**src/design/brake_pkg.sv**
```systemverilog
// Constants shared by the dynamic-brake control block
`default_nettype none
package brake_pkg;
	// ********************************
	// Configuration field widths and codes
	// ********************************
	localparam int        STOP_W           = 4;       // Stop-method digit width
	localparam int        CAP_W            = 16;      // Capacity in 10 W units
	localparam int        GPI_N            = 7;       // General inputs checked
	localparam logic [3:0] STOP_HOLD       = 4'h0;    // Brake, keep applied
	localparam logic [3:0] STOP_RELEASE    = 4'h1;    // Brake, then release
	localparam logic [3:0] STOP_COAST      = 4'h2;    // Coast, no brake
	localparam logic [3:0] POL_NO          = 4'h0;    // Energise to apply
	localparam logic [3:0] POL_NC          = 4'h1;    // De-energise to apply
	localparam logic [3:0] ANS_OFF         = 4'h8;    // Answer check disabled
	localparam logic [3:0] ANS_CLOSED_LAST = 4'h6;    // Last closed-detect code
	localparam logic [3:0] ANS_OPEN_FIRST  = 4'h9;    // First open-detect code
	// ********************************
	// Reset values
	// ********************************
	localparam logic [3:0]  STOP_RESET = STOP_HOLD;
	localparam logic [3:0]  POL_RESET  = POL_NO;
	localparam logic [3:0]  ANS_RESET  = ANS_OFF;
	localparam logic [15:0] CAP_RESET  = 16'h0000;
	// ********************************
	// Timing
	// ********************************
	localparam int CLK_MHZ            = 100;   // Control clock rate
	localparam int RELEASE_DELAY_US   = 100;   // Brake hold before release
	localparam int RELEASE_CYCLES     = RELEASE_DELAY_US * CLK_MHZ;
	localparam int RELEASE_CNT_W      = 14;
	localparam int ANS_SETTLE_CYCLES  = 16;    // Contactor travel allowance
endpackage
`default_nettype wire

```
**src/design/dynamic_brake_control.sv**
```systemverilog
// Dynamic-brake stop control, contactor drive and answer supervision
`default_nettype none
module dynamic_brake_control (
	input  wire logic                         clock_in,
	input  wire logic                         rst_in,
	input  wire logic                         restart_in,
	input  wire logic [3:0]                   servo_off_stop_select_in,
	input  wire logic [3:0]                   contactor_polarity_select_in,
	input  wire logic [3:0]                   answer_input_select_in,
	input  wire logic [brake_pkg::CAP_W-1:0]  brake_resistor_capacity_in,
	input  wire logic                         capacity_write_in,
	input  wire logic                         servo_on_in,
	input  wire logic [brake_pkg::GPI_N-1:0]  general_io_connector_in,
	input  wire logic [brake_pkg::GPI_N-1:0]  internal_input_in,
	input  wire logic                         overload_warn_in,
	input  wire logic                         overload_alarm_in,
	input  wire logic                         alarm_clear_in,
	output var  logic                         brake_contactor_drive_out,
	output var  logic                         brake_applied_out,
	output var  logic [brake_pkg::CAP_W-1:0]  overload_capacity_out,
	output var  logic                         contactor_error_out,
	output var  logic                         overload_warn_flag_out,
	output var  logic                         overload_alarm_flag_out
);
	// ********************************
	// Declarations
	// ********************************
	logic [3:0]                          stop_sel_r;      // Active stop code
	logic [3:0]                          pol_sel_r;       // Active polarity code
	logic [3:0]                          ans_sel_r;       // Active answer code
	logic [brake_pkg::GPI_N-1:0]         pin_sync;        // Synchronised pins
	logic [brake_pkg::GPI_N-1:0]         circuit_level;   // Pin OR internal source
	logic                                brake_cmd_r;     // Brake requested
	logic                                released_r;      // Release after braking
	logic [brake_pkg::RELEASE_CNT_W-1:0] rel_cnt_r;       // Hold-time counter
	logic [4:0]                          settle_r;        // Settle counter
	logic                                answer_level;    // Chosen answer input
	logic                                answer_fault;    // Mismatch this cycle
	logic [2:0]                          ans_index;       // Input index

	// ********************************
	// Pin synchronisers
	// ********************************
	genvar gi;
	generate
		for (gi = 0; gi < brake_pkg::GPI_N; gi++) begin : g_sync
			input_sync u_sync (
				.clock_in (clock_in),
				.rst_in   (rst_in),
				.async_in (general_io_connector_in[gi]),
				.sync_out (pin_sync[gi])
			);
		end
	endgenerate

	// Several functions on one circuit act together
	assign circuit_level = pin_sync | internal_input_in;

	// ********************************
	// Configuration: restart-latched codes, capacity on write
	// ********************************
	// Codes sampled only on a restart pulse, never live; reset loads defaults
	always_ff @(posedge clock_in) begin
		if (rst_in) begin
			stop_sel_r <= brake_pkg::STOP_RESET;
			pol_sel_r  <= brake_pkg::POL_RESET;
			ans_sel_r  <= brake_pkg::ANS_RESET;
		end else if (restart_in) begin
			stop_sel_r <= servo_off_stop_select_in;
			pol_sel_r  <= contactor_polarity_select_in;
			ans_sel_r  <= answer_input_select_in;
		end
	end

	// Capacity applies at once; only drives overload_capacity_out, no alarm logic here
	always_ff @(posedge clock_in) begin
		if (rst_in) begin
			overload_capacity_out <= brake_pkg::CAP_RESET;
		end else if (capacity_write_in) begin
			overload_capacity_out <= brake_resistor_capacity_in;
		end
	end

	// ********************************
	// Stop sequencing
	// ********************************
	// Brake command follows servo-off unless coasting or the release hold has run out
	always_ff @(posedge clock_in) begin
		if (rst_in) begin
			brake_cmd_r <= 1'b0;
			released_r  <= 1'b0;
			rel_cnt_r   <= '0;
		end else if (servo_on_in) begin
			brake_cmd_r <= 1'b0;
			released_r  <= 1'b0;
			rel_cnt_r   <= '0;
		end else begin
			unique case (stop_sel_r)
				brake_pkg::STOP_RELEASE: begin
					// Hold for a while, then drop the brake
					if (rel_cnt_r == brake_pkg::RELEASE_CNT_W'(brake_pkg::RELEASE_CYCLES - 1)) begin
						brake_cmd_r <= 1'b0;
						released_r  <= 1'b1;
					end else if (!released_r) begin
						brake_cmd_r <= 1'b1;
						rel_cnt_r   <= rel_cnt_r + 1'b1;
					end
				end
				brake_pkg::STOP_COAST: begin
					brake_cmd_r <= 1'b0;
				end
				default: begin
					// Hold code and any unlisted code keep the brake on
					brake_cmd_r <= 1'b1;
				end
			endcase
		end
	end

	// Coil sense: NO energised to apply, NC de-energised to apply
	always_ff @(posedge clock_in) begin
		if (rst_in) begin
			brake_contactor_drive_out <= 1'b0;
			brake_applied_out         <= 1'b0;
		end else begin
			brake_applied_out         <= brake_cmd_r;
			brake_contactor_drive_out <= (pol_sel_r == brake_pkg::POL_NC) ?
				!brake_cmd_r : brake_cmd_r;
		end
	end

	// ********************************
	// Answer supervision
	// ********************************
	// Contactor needs travel time before feedback is judged
	always_ff @(posedge clock_in) begin
		if (rst_in) begin
			settle_r <= '0;
		end else if (!brake_applied_out) begin
			settle_r <= '0;
		end else if (settle_r != 5'(brake_pkg::ANS_SETTLE_CYCLES)) begin
			settle_r <= settle_r + 1'b1;
		end
	end

	// Decode code to input index and expected level
	always_comb begin
		ans_index    = (ans_sel_r >= brake_pkg::ANS_OPEN_FIRST) ?
			3'(ans_sel_r - brake_pkg::ANS_OPEN_FIRST) : ans_sel_r[2:0];
		answer_level = circuit_level[ans_index];
		answer_fault = 1'b0;
		if (settle_r == 5'(brake_pkg::ANS_SETTLE_CYCLES)) begin
			if (ans_sel_r <= brake_pkg::ANS_CLOSED_LAST) begin
				answer_fault = answer_level;
			end else if (ans_sel_r >= brake_pkg::ANS_OPEN_FIRST) begin
				answer_fault = !answer_level;
			end
			// Code 8 and 7 never flag
		end
	end

	// ********************************
	// Latched status flags
	// ********************************
	// Set beats clear in the same cycle
	always_ff @(posedge clock_in) begin
		if (rst_in) begin
			contactor_error_out     <= 1'b0;
			overload_warn_flag_out  <= 1'b0;
			overload_alarm_flag_out <= 1'b0;
		end else begin
			contactor_error_out     <= answer_fault ||
				(contactor_error_out && !alarm_clear_in);
			overload_warn_flag_out  <= overload_warn_in ||
				(overload_warn_flag_out && !alarm_clear_in);
			overload_alarm_flag_out <= overload_alarm_in ||
				(overload_alarm_flag_out && !alarm_clear_in);
		end
	end
endmodule // dynamic_brake_control
`default_nettype wire

```
**src/design/input_sync.sv**
```systemverilog
// Two-stage synchroniser for one pin input
`default_nettype none
module input_sync (
	input  wire logic clock_in,
	input  wire logic rst_in,
	input  wire logic async_in,
	output var  logic sync_out
);
	logic meta_r; // First stage, read only by the second

	// ********************************
	// Synchroniser stages
	// ********************************
	always_ff @(posedge clock_in) begin
		if (rst_in) begin
			meta_r   <= 1'b0;
			sync_out <= 1'b0;
		end else begin
			meta_r   <= async_in;
			sync_out <= meta_r;
		end
	end
endmodule // input_sync
`default_nettype wire

```
**config.mk**
```make
export PLATFORM = sky130hd
export DESIGN_NAME = dynamic_brake_control
export DESIGN_NICKNAME = d
export VERILOG_FILES = /design/src/design/brake_pkg.sv /design/src/design/dynamic_brake_control.sv /design/src/design/input_sync.sv
export SDC_FILE = /design/constraint.sdc
export NUM_CORES = 1
export LEC_CHECK = 0
export ABC_CLOCK_PERIOD_IN_PS = 2100
export CAP_MARGIN = 20
export CORE_UTILIZATION = 45
export DETAILED_ROUTE_END_ITERATION = 10
export DONT_BUFFER_PORTS = 1
export SKIP_LAST_GASP = 1
export SLEW_MARGIN = 20
export SYNTH_ARGS = -nofsm -noshare
export SYNTH_HDL_FRONTEND = slang
export SYNTH_SLANG_ARGS = --single-unit
export TNS_END_PERCENT = 50
```
**constraint.sdc**
```tcl
create_clock -name clock_in -period 2.1 [get_ports clock_in]
set_input_delay 0.525 -clock clock_in [delete_from_list [all_inputs] [get_ports clock_in]]
set_output_delay 0.525 -clock clock_in [all_outputs]
set_load 0.01 [all_outputs]
```
Yosys cells after proc, flatten, opt, wreduce, memory -nomap -nowiden --
Index checks and enable logic that the tools add are counted.
Cells by class: bitwise operators 4, muxes and demuxes 10, eq/ne operators 7, $add $sub $neg 3, $lt $le $gt $ge 3, reductions and logical operators 13
Operators with widths (count):
- $add A14 B1 Y14 const B | 1
- $eq A14 B14 Y1 const B | 1
- $eq A4 B1 Y1 const B | 2
- $mux W1 | 7
- $or A7 B7 Y7 | 1
- $add A5 B1 Y5 const B | 1
- $eq A5 B5 Y1 const B | 1
- $ne A5 B5 Y1 const B | 1
- $eq A4 B2 Y1 const B | 1
- $ge A4 B4 Y1 const B | 1
- $le A4 B3 Y1 const B | 1
- $lt A3 B4 Y1 const B | 1
- $reduce_or A2 Y1 | 2
- $bmux W1 S3 | 1
- $logic_and A1 B1 Y1 | 3
- $logic_not A1 Y1 | 3
- $logic_or A1 B1 Y1 | 3
- $mux W3 | 1
- $ne A3 B3 Y1 const B | 1
- $not A1 Y1 | 3
- $reduce_and A3 Y1 | 1
- $sub A3 B1 Y3 const B | 1
- $pmux W1 S2 | 1
- $reduce_and A2 Y1 | 1
Word-level totals: bits in registers 68, logic and storage cells 67, output and inout bits 21, bits of input ports 50

Depth between registers and ports, before layout --
Gate-level depths: netlist (run 1).
word-level depth 9, depth in mapped cells 9, gate-level depth less buffers 8

By module --
From an unflattened synthesis (run 1), not the netlist that was laid out.
Second synthesis, totals: cells, all modules 279, area, all modules 2728.9 µm²
Modules (own cells, without submodules):
- dynamic_brake_control | instances 1, sequential area each 1081.0 µm², cells an instance 251, area an instance 2361.0 µm²
- input_sync | instances 7, sequential area each 40.0 µm², cells an instance 4, area an instance 52.6 µm²

Worst setup path after synthesis (run 1) --
Ideal clock, no wire load.
path type register to register, from register ans_sel_r[1], to register contactor_error_out, setup time 123 ps, buffers on the path 1, required time 1977 ps, clock period less this slack 2206 ps, stages on the path, launching flop included 10, arrival time 2082 ps, slack -106 ps, cells stage by stage dfxtp_1 > inv_1 > ha_1 > or3b_1 > buf_2 > a211o_1 > o21ai_0 > a21oi_1 > o311ai_1 > mux2_1
Between the ends: word-level cells in the longest chain between the ends 9, elaborated cells between the ends (all ways) 11, those cells by class 1 x add/sub; 2 x order compare; 6 x mux; 2 x reduce/logical
Ends and longest elaborated chain:
- start: declaration | RTL line dynamic_brake_control.sv:30 | logic [3:0] ans_sel_r;
- start signal: assignment | RTL line dynamic_brake_control.sv:67 | ans_sel_r <= brake_pkg::ANS_RESET;
- start signal: assignment | RTL line dynamic_brake_control.sv:71 | ans_sel_r <= answer_input_select_in;
- $ge A4 B4 Y1 / $sub A3 B1 Y3 (equally long branches) | RTL line dynamic_brake_control.sv:148, dynamic_brake_control.sv:155, dynamic_brake_control.sv:149
- $mux W3 | RTL line dynamic_brake_control.sv:148 | ans_index = (ans_sel_r >= brake_pkg::ANS_OPEN_FIRST) ?
- $bmux W1 S3 | RTL line dynamic_brake_control.sv:150 | answer_level = circuit_level[ans_index];
- $mux W1 (not written as such) | RTL line dynamic_brake_control.sv:150
- $logic_not A1 Y1 | RTL line dynamic_brake_control.sv:156 | answer_fault = !answer_level;
- $mux W1 | RTL line dynamic_brake_control.sv:155 | end else if (ans_sel_r >= brake_pkg::ANS_OPEN_FIRST) begin
- $mux W1 (*) | RTL line dynamic_brake_control.sv:153 | if (ans_sel_r <= brake_pkg::ANS_CLOSED_LAST) begin
- $mux W1 (*) | RTL line dynamic_brake_control.sv:152 | if (settle_r == 5'(brake_pkg::ANS_SETTLE_CYCLES)) begin
- $logic_or A1 B1 Y1 (*) | RTL line dynamic_brake_control.sv:172 | contactor_error_out <= answer_fault ||
- end signal: assignment | RTL line dynamic_brake_control.sv:172
- end: declaration | RTL line dynamic_brake_control.sv:21 | output var logic contactor_error_out,
Every way passes the cells marked *; elsewhere a longest branch is shown, timed or not. The select of a mux whose other input is x is not followed. A chain may end at the register's enable or synchronous reset.

Worst setup path in the final report (run 1) --
from register ans_sel_r[0], to register contactor_error_out
The elaborated chain is that of the path after synthesis.

==> results of run 1 <==
==> area by class of cell <==
cell class	count	area (µm²)	share of cell area, %
clock buffer	9	124	3.86
clock inverter	7	76.3	2.38
inverter	7	31.3	0.974
multi-input combinational	193	1400	43.5
sequential	68	1370	42.6
tap	75	93.8	2.92
timing repair buffer	16	120	3.74
==> through the flow <==
stage | utilization [%] | TNS, ps | worst slack, ps | instance area [µm²]
2_1_floorplan | - | -56.2 | -56.2 | 2740
3_3_place_gp | 49.0 | -85.6 | -85.6 | 2880
3_5_place_dp | 49.0 | -198 | -198 | 2880
4_1_cts | 52.6 | -165 | -165 | 3100
5_1_grt | 54.5 | -128 | -128 | 3210
6_report | 54.5 | -69.3 | -69.3 | 3210
==> layer usage <==
| layer | part of all wire, % | global-route usage [%] | vias up |
|---|---|---|---|
| met1 | 43 | 20.5 | 879 |
| met4 | 1.9 | 9.64 | 0 |
| met3 | 5.6 | 5.34 | 9 |
| met2 | 49 | 29.7 | 37 |
| li1 | - | - | 980 |
| met5 | 0 | 0 | - |
==> worst max-delay path, delay by kind of cell, from the launching register on <==
kind | cells | cell delay, ps
AOI/OAI and AO/OA | 4 | 730
adders and majority gates | 1 | 120
buffers and inverters | 1 | 70
DFF | 1 | 380
muxes | 1 | 340
and+or+nand+nor | 1 | 420
==> power by group <==
part,leakage [nW],total [mW],switching (mW),internal [mW]
combinational,0.611,0.217,0.0929,0.124
sequential,0.559,1.38,0.0442,1.34
clock,0.0958,1.07,0.519,0.554
==> state kept, by name (all words and copies together) (netlist names) <==
register and flops:
overload_capacity_out 16, rel_cnt_r 14, g_sync.u_sync.meta_r 7, g_sync.u_sync.sync_out 7
settle_r 5, ans_sel_r 4, pol_sel_r 4, stop_sel_r 4
brake_applied_out 1, brake_cmd_r 1, brake_contactor_drive_out 1, contactor_error_out 1
overload_alarm_flag_out 1, overload_warn_flag_out 1, released_r 1
==> cells by family after synthesis <==
group / count (synthesis) / synth area share [%]
AOI/OAI and AO/OA: 23 / 5.20
xor gates and xnor gates: 18 / 5.75
buffers and inverters: 20 / 2.78
muxes: 30 / 11.0
DFF: 68 / 49.7
adders and majority gates: 6 / 2.74
and+or+nand+nor: 116 / 22.8
==> cell usage after synthesis, types with 6 or more instances <==
master	instances	share of area [%]
dfxtp_1	68	50
nor2_1	54	7.4
mux2i_1	28	10
nor2b_1	18	4.1
xor2_1	12	3.8
a21oi_1	10	1.8
nand3_1	9	1.6
clkbuf_1	8	1.1
inv_1	7	0.96
nand2_1	7	0.96
ha_1	6	2.7
xnor2_1	6	1.9
==> worst paths after layout <==
check	from	to
worst max-delay path	ans_sel_r[0]	contactor_error_out
worst min-delay path	rst_in	ans_sel_r[2]
worst max register to register	ans_sel_r[0]	contactor_error_out
worst min register to register	g_sync[0].u_sync.meta_r	g_sync[0].u_sync.sync_out
==> repair_timing <==
item / in CTS / in global routing
pin swaps: 3 / 4
gates resized for setup: 6 / 19
hold buffers: 0 / 0
buffers inserted: 1 / 2
endpoints found under the setup margin: 1 / 1
==> qor.csv, run 1 <==
stage;metric;value;unit
place;Port Buf Inserts;0;
global_routing;GRT Overall Usage;17.9;%
timing;final setup vio count;1;
worst_setup_path;crit path kind;reg2reg;
synthesis;Avg Cell Area, Syn;9.76;µm²
floorplan;Placeable Area;5890;µm²
global_routing;vias in the first global route;1869;
clock_tree;Worst-Skew Late Latency;340;ps
global_routing;GRT overflow;0;
clock_tree;clock-pin slew on the worst setup and hold paths;80;ps
final_layout;share of cells above drive strength 1;19.7;%
worst_setup_path;Crit path required time;2330;ps
detailed_routing;ANT nets after route;0;
clock_tree;Clock Sinks;68;
clock_tree;clock buffer depth;2;
synthesis;Cell variety after synth;43;
timing;WHS;243;ps
clock_tree;Clock Root Buffer;clkbuf_8;
status;violated checks;negative setup slack;
min_path;Hold Path Stages;1;
timing;Fin. Hold Viols;0;
global_routing;initial antenna violation count;0;
synthesis;syn nets;337;
synthesis;Mapped Cells;281;
global_routing;first-pass GRT wire length;8.59;mm
floorplan;IO Pins;71;
final_layout;Area Overhead vs Synth;17.1;%
detailed_routing;TritonRoute pass-1 iters;4;
detailed_routing;1st-iter DRT viols;67;
timing;Layout Skew;11.2;ps
clock_tree;CTS H-Tree Depth;3;
worst_setup_path;Crit. End Element;flip-flop;
clock_tree;Num CTS Buffers;9;
detailed_routing;vias per cell;5.08;
power_and_ir_drop;total power;2.67;mW
synthesis;register area share after synthesis;49.7;%
worst_setup_path;Critical Path AT;2400;ps
timing;Final WS setup;-69.3;ps
final_layout;ant diodes;0;
worst_setup_path;cells on worst reg2reg path;8;
min_path;Hold WC Path Type;in2reg;
worst_setup_path;master of the slowest instance on the critical path;or3b_4;
global_routing;largest net degree at the start of global routing;51;
final_layout;most frequent cells in the layout;dfxtp_1 (66), nor2_1 (54), mux2i_1 (28);
final_layout;Non-Filler Instances;375;
timing;max-slew violation count;0;
detailed_routing;Via Count;1905;
timing;FMAX;0.461;GHz
run;Max Cap Viol;0;
floorplan;initial core utilization;46.6;%
worst_setup_path;CP peak stage delay;420;ps
floorplan;Die X;80.1;µm
synthesis;flops & latches, synth;68;
timing;actual slew at the worst max-slew pin;387;ps
timing;Max transition margin;73.8;%
status;status;finished, violations left;
power_and_ir_drop;Worst VDD drop;0.477;mV
power_and_ir_drop;leakage;1.27;nW
timing;RSZ-0062 raised after global routing;yes;
final_layout;commonest non-fill, non-tap cell in the layout;dfxtp_1;
worst_setup_path;worst-path fanout max;6;
detailed_routing;WL/cell;14.1;µm
final_layout;FILL cells;566;
synthesis;async set-reset flop share out of synthesis;0;%
place;GPL Wtd Cong;0.722;
place;Placed Cells incl. Taps;356;
floorplan;Die ar.;6410;µm²
final_layout;Final Net Count;351;
timing;fin crit share;103;%
synthesis;Synthesis Warnings;0;
synthesis;Mapped Area;2740;µm²
floorplan;Die Y;80.1;µm
timing;post-layout min period;2170;ps
synthesis;EDFF count, synth;0;
worst_setup_path;register-to-register setup slack;-70;ps
synthesis;commonest register cell after synthesis;dfxtp_1;
worst_setup_path;CP cell instances;inv_4 -> ha_4 -> or3b_4 -> a211o_4 -> o21ai_2 -> a21oi_2 -> o311ai_2 -> mux2_1;
worst_setup_path;Critical Path Start Type;flip-flop;
detailed_routing;routed wire length;5.29;mm
detailed_routing;DRC Markers;0;
place;hpwl dp;3.65;mm
power_and_ir_drop;total power divided by cell area;833;nW/µm²
clock_tree;CTS tree;built;
floorplan;row cnt;28;
Note: power is estimated with default switching activity, not from simulation.
==> run 2: changes to the inputs <==
- CORE_UTILIZATION: 45 -> 40
==> run 2 against run 1 <==
Against the previous run:
- the flow finishes with violations (design-rule violations, negative setup slack)
- non-clock buffer count decreased by 1
- utilization decreased by 5.8 points
- global-route usage decreased by 2.5 points
- sequential power about the same
==> qor.csv, run 2 (synthesized netlist as in run 1, its figures left out) <==
stage;metric;value;unit;change
status;status;finished, violations left;;
status;violated checks;design-rule violations, negative setup slack;;
clock_tree;clock buffer depth;2;;unchanged
worst_setup_path;Crit path required time;2330;ps;about the same
final_layout;most frequent cells in the layout;dfxtp_1 (66), nor2_1 (54), mux2i_1 (28);;
power_and_ir_drop;leakage;1.26;nW;-0.29%
worst_setup_path;worst-path fanout max;5;;-1
detailed_routing;TritonRoute pass-1 iters;8;;+4
power_and_ir_drop;register share of total power;50.2;%;-1.6 points
global_routing;GRT Overall Usage;15.4;%;-2.5 points
power_and_ir_drop;net switching power;633;µW;-3.6%
timing;Fin. Hold Viols;0;;unchanged
detailed_routing;ANT nets after route;0;;unchanged
floorplan;Die X;84.8;µm;+5.9%
clock_tree;CTS H-Tree Depth;3;;unchanged
final_layout;max reg flops;16;;unchanged
floorplan;initial core utilization;42.2;%;-4.4 points
floorplan;Die ar.;7190;µm²;+12%
place;GPL Wtd Cong;0.817;;+13%
min_path;WHS Endpoint;brake_applied_out;;
worst_setup_path;CP peak stage delay;400;ps;-20 ps
worst_setup_path;RR Startpoint;ans_sel_r[0];;
timing;actual slew at the worst max-slew pin;404;ps;+16.3 ps
worst_setup_path;Critical Path AT;2390;ps;about the same
final_layout;share of cells above drive strength 1;16.4;%;-3.3 points
timing;Final WS setup;-63.2;ps;+6.11 ps
worst_setup_path;Critical Path Start Type;flip-flop;;
worst_setup_path;register-to-register setup slack;-60;ps;about the same
min_path;Hold Startpoint;rst_in;;
power_and_ir_drop;total power;2.76;mW;+3.1%
power_and_ir_drop;Comb pwr share;7.2;%;-0.9 points
detailed_routing;1st-iter DRT viols;81;;+21%
worst_setup_path;Crit. Startpoint;ans_sel_r[0];;
timing;post-layout min period;2160;ps;-6.11 ps
timing;RSZ-0062 raised after global routing;yes;;
place;Placed Cells incl. Taps;357;;+0.28%
global_routing;vias in the first global route;1850;;-1.0%
detailed_routing;DRC Markers;4;;+4
floorplan;IO Pins;71;;unchanged
floorplan;row cnt;29;;+3.6%
power_and_ir_drop;Sw Ratio;23.0;%;-1.6 points
worst_setup_path;Worst R2R End;contactor_error_out;;
global_routing;GRT overflow;0;;unchanged
final_layout;ant diodes;0;;unchanged
worst_setup_path;crit path kind;reg2reg;;
clock_tree;clock-pin slew on the worst setup and hold paths;80;ps;about the same
timing;FMAX;0.462;GHz;+0.28%
final_layout;Non-Filler Instances;376;;+0.27%
timing;fin crit share;103;%;-0.29 points
global_routing;first-pass GRT wire length;8.56;mm;-0.40%
power_and_ir_drop;total power divided by cell area;871;nW/µm²;+4.6%
timing;Layout Skew;8.57;ps;-2.59 ps
detailed_routing;Via Count;1888;;-0.89%
worst_setup_path;cells on worst reg2reg path;8;;unchanged
place;hpwl dp;3.56;mm;-2.3%
floorplan;Placeable Area;6490;µm²;+10%
global_routing;largest net degree at the start of global routing;51;;unchanged
final_layout;commonest non-fill, non-tap cell in the layout;dfxtp_1;;
worst_setup_path;CP cell instances;inv_2 -> ha_4 -> or3b_4 -> a211o_1 -> buf_6 -> a221oi_2 -> o311ai_2 -> mux2_1;;
worst_setup_path;worst path bufs/invs;2;;+1
min_path;Hold WC Path Type;in2reg;;
worst_setup_path;cell family with most CP delay;compound AO/OA/AOI/OAI gates;;
final_layout;Final Net Count;350;;-0.28%
detailed_routing;WL/cell;13.9;µm;-1.6%
power_and_ir_drop;Clk network pwr share;42.6;%;+2.5 points
final_layout;FILL cells;586;;+3.5%
timing;Max transition margin;72.7;%;-1.1 points
detailed_routing;routed wire length;5.22;mm;-1.3%
min_path;Hold Path Stages;1;;unchanged
global_routing;initial antenna violation count;0;;unchanged
timing;setup TNS;-63.2;ps;+6.11 ps
final_layout;Area Overhead vs Synth;15.5;%;
place;Port Buf Inserts;0;;unchanged
final_layout;Largest regs;overload_capacity_out: 16 flops, rel_cnt_r: 14 flops;;
run;Max Cap Viol;0;;unchanged
worst_setup_path;master of the slowest instance on the critical path;or3b_4;;
detailed_routing;vias per cell;5.02;;-1.2%
final_layout;Largest Register;overload_capacity_out;;
clock_tree;Worst-Skew Late Latency;340;ps;about the same
power_and_ir_drop;Worst VDD drop;0.289;mV;-39%
floorplan;Die Y;84.8;µm;+5.9%
clock_tree;Num CTS Buffers;9;;unchanged
final_layout;Multi-input gate area;1350;µm²;-3.7%
worst_setup_path;Crit. End Element;flip-flop;;
clock_tree;Clock Root Buffer;clkbuf_8;;
timing;final setup vio count;1;;unchanged
clock_tree;CTS tree;built;;
clock_tree;Clock Sinks;68;;unchanged
clock_tree;Hold Buf Count CTS;0;;unchanged
timing;max-slew violation count;0;;unchanged
power_and_ir_drop;Int Pwr;2.12;mW;+5.3%
timing;WHS;242;ps;-1.27 ps
final_layout;FF+latch area;1360;µm²;-0.37%
-- run 2: changes by cell type in the layout (fill, tap and decap cells not counted), sizes merged --
cell,previous run,this run
clkbuf,9,10
buf,16,15
bufinv,1,2
inv,8,7
clkinv,3,2
-- run 2: through the flow --
step | instance area [µm²] | utilization [%] | setup WS [ps]
2_1_floorplan | 2740 | - | -56.2
3_3_place_gp | 2880 | 44.3 | -69.7
3_5_place_dp | 2880 | 44.3 | -127
4_1_cts | 3130 | 48.3 | -135
5_1_grt | 3170 | 48.8 | -134
6_report | 3170 | 48.8 | -63.2
-- run 2: worst max-delay path by stage --
stage | to | slack, ps | cells after the start
2_1_floorplan | contactor_error_out | -60 | 9
3_3_place_gp | contactor_error_out | -70 | 8
3_5_place_dp | contactor_error_out | -130 | 8
4_1_cts | contactor_error_out | -140 | 8
5_1_grt | contactor_error_out | -130 | 9
6_report | contactor_error_out | -60 | 8
-- run 2: area by class of cell --
type / count / area share (%)
Timing Repair Buffer: 15 / 3.67
Sequential cell: 68 / 43.1
Clock buffer: 10 / 4.03
Clock inverter: 6 / 2.81
Tap cell: 77 / 3.04
Inverter: 7 / 0.909
Multi-Input combinational cell: 193 / 42.5
-- run 2: worst register-to-register path, stage by stage (launching register included) --
cell	delay, ps
dfxtp_2	350
inv_2	80
ha_4	130
or3b_4	400
a211o_1	320
buf_6	140
a221oi_2	190
o311ai_2	130
mux2_1	320
-- run 2: layer usage --
layer	up-vias	share of wire (%)	global-route usage, %
met5	-	0	0
met4	0	2.3	7.40
met3	12	5.4	5.41
met2	38	45	24.5
met1	869	47	18.5
li1	969	-	-
-- run 2: power groups by stage --
stage | combinational (mW) | clock, mW | sequential (mW)
floorplan | 0.160 | 0 | 1.40
global placement | 0.165 | 0 | 1.41
detailed placement | 0.170 | 0 | 1.41
CTS | 0.183 | 1.20 | 1.38
global route | 0.222 | 1.26 | 1.39
finish | 0.199 | 1.17 | 1.39
-- run 2: what timing repair did --
action,4_1_cts,5_1_grt
endpoints found under the setup margin,1,1
gates resized for setup,7,7
setup buffers,3,0
pin swaps,4,4
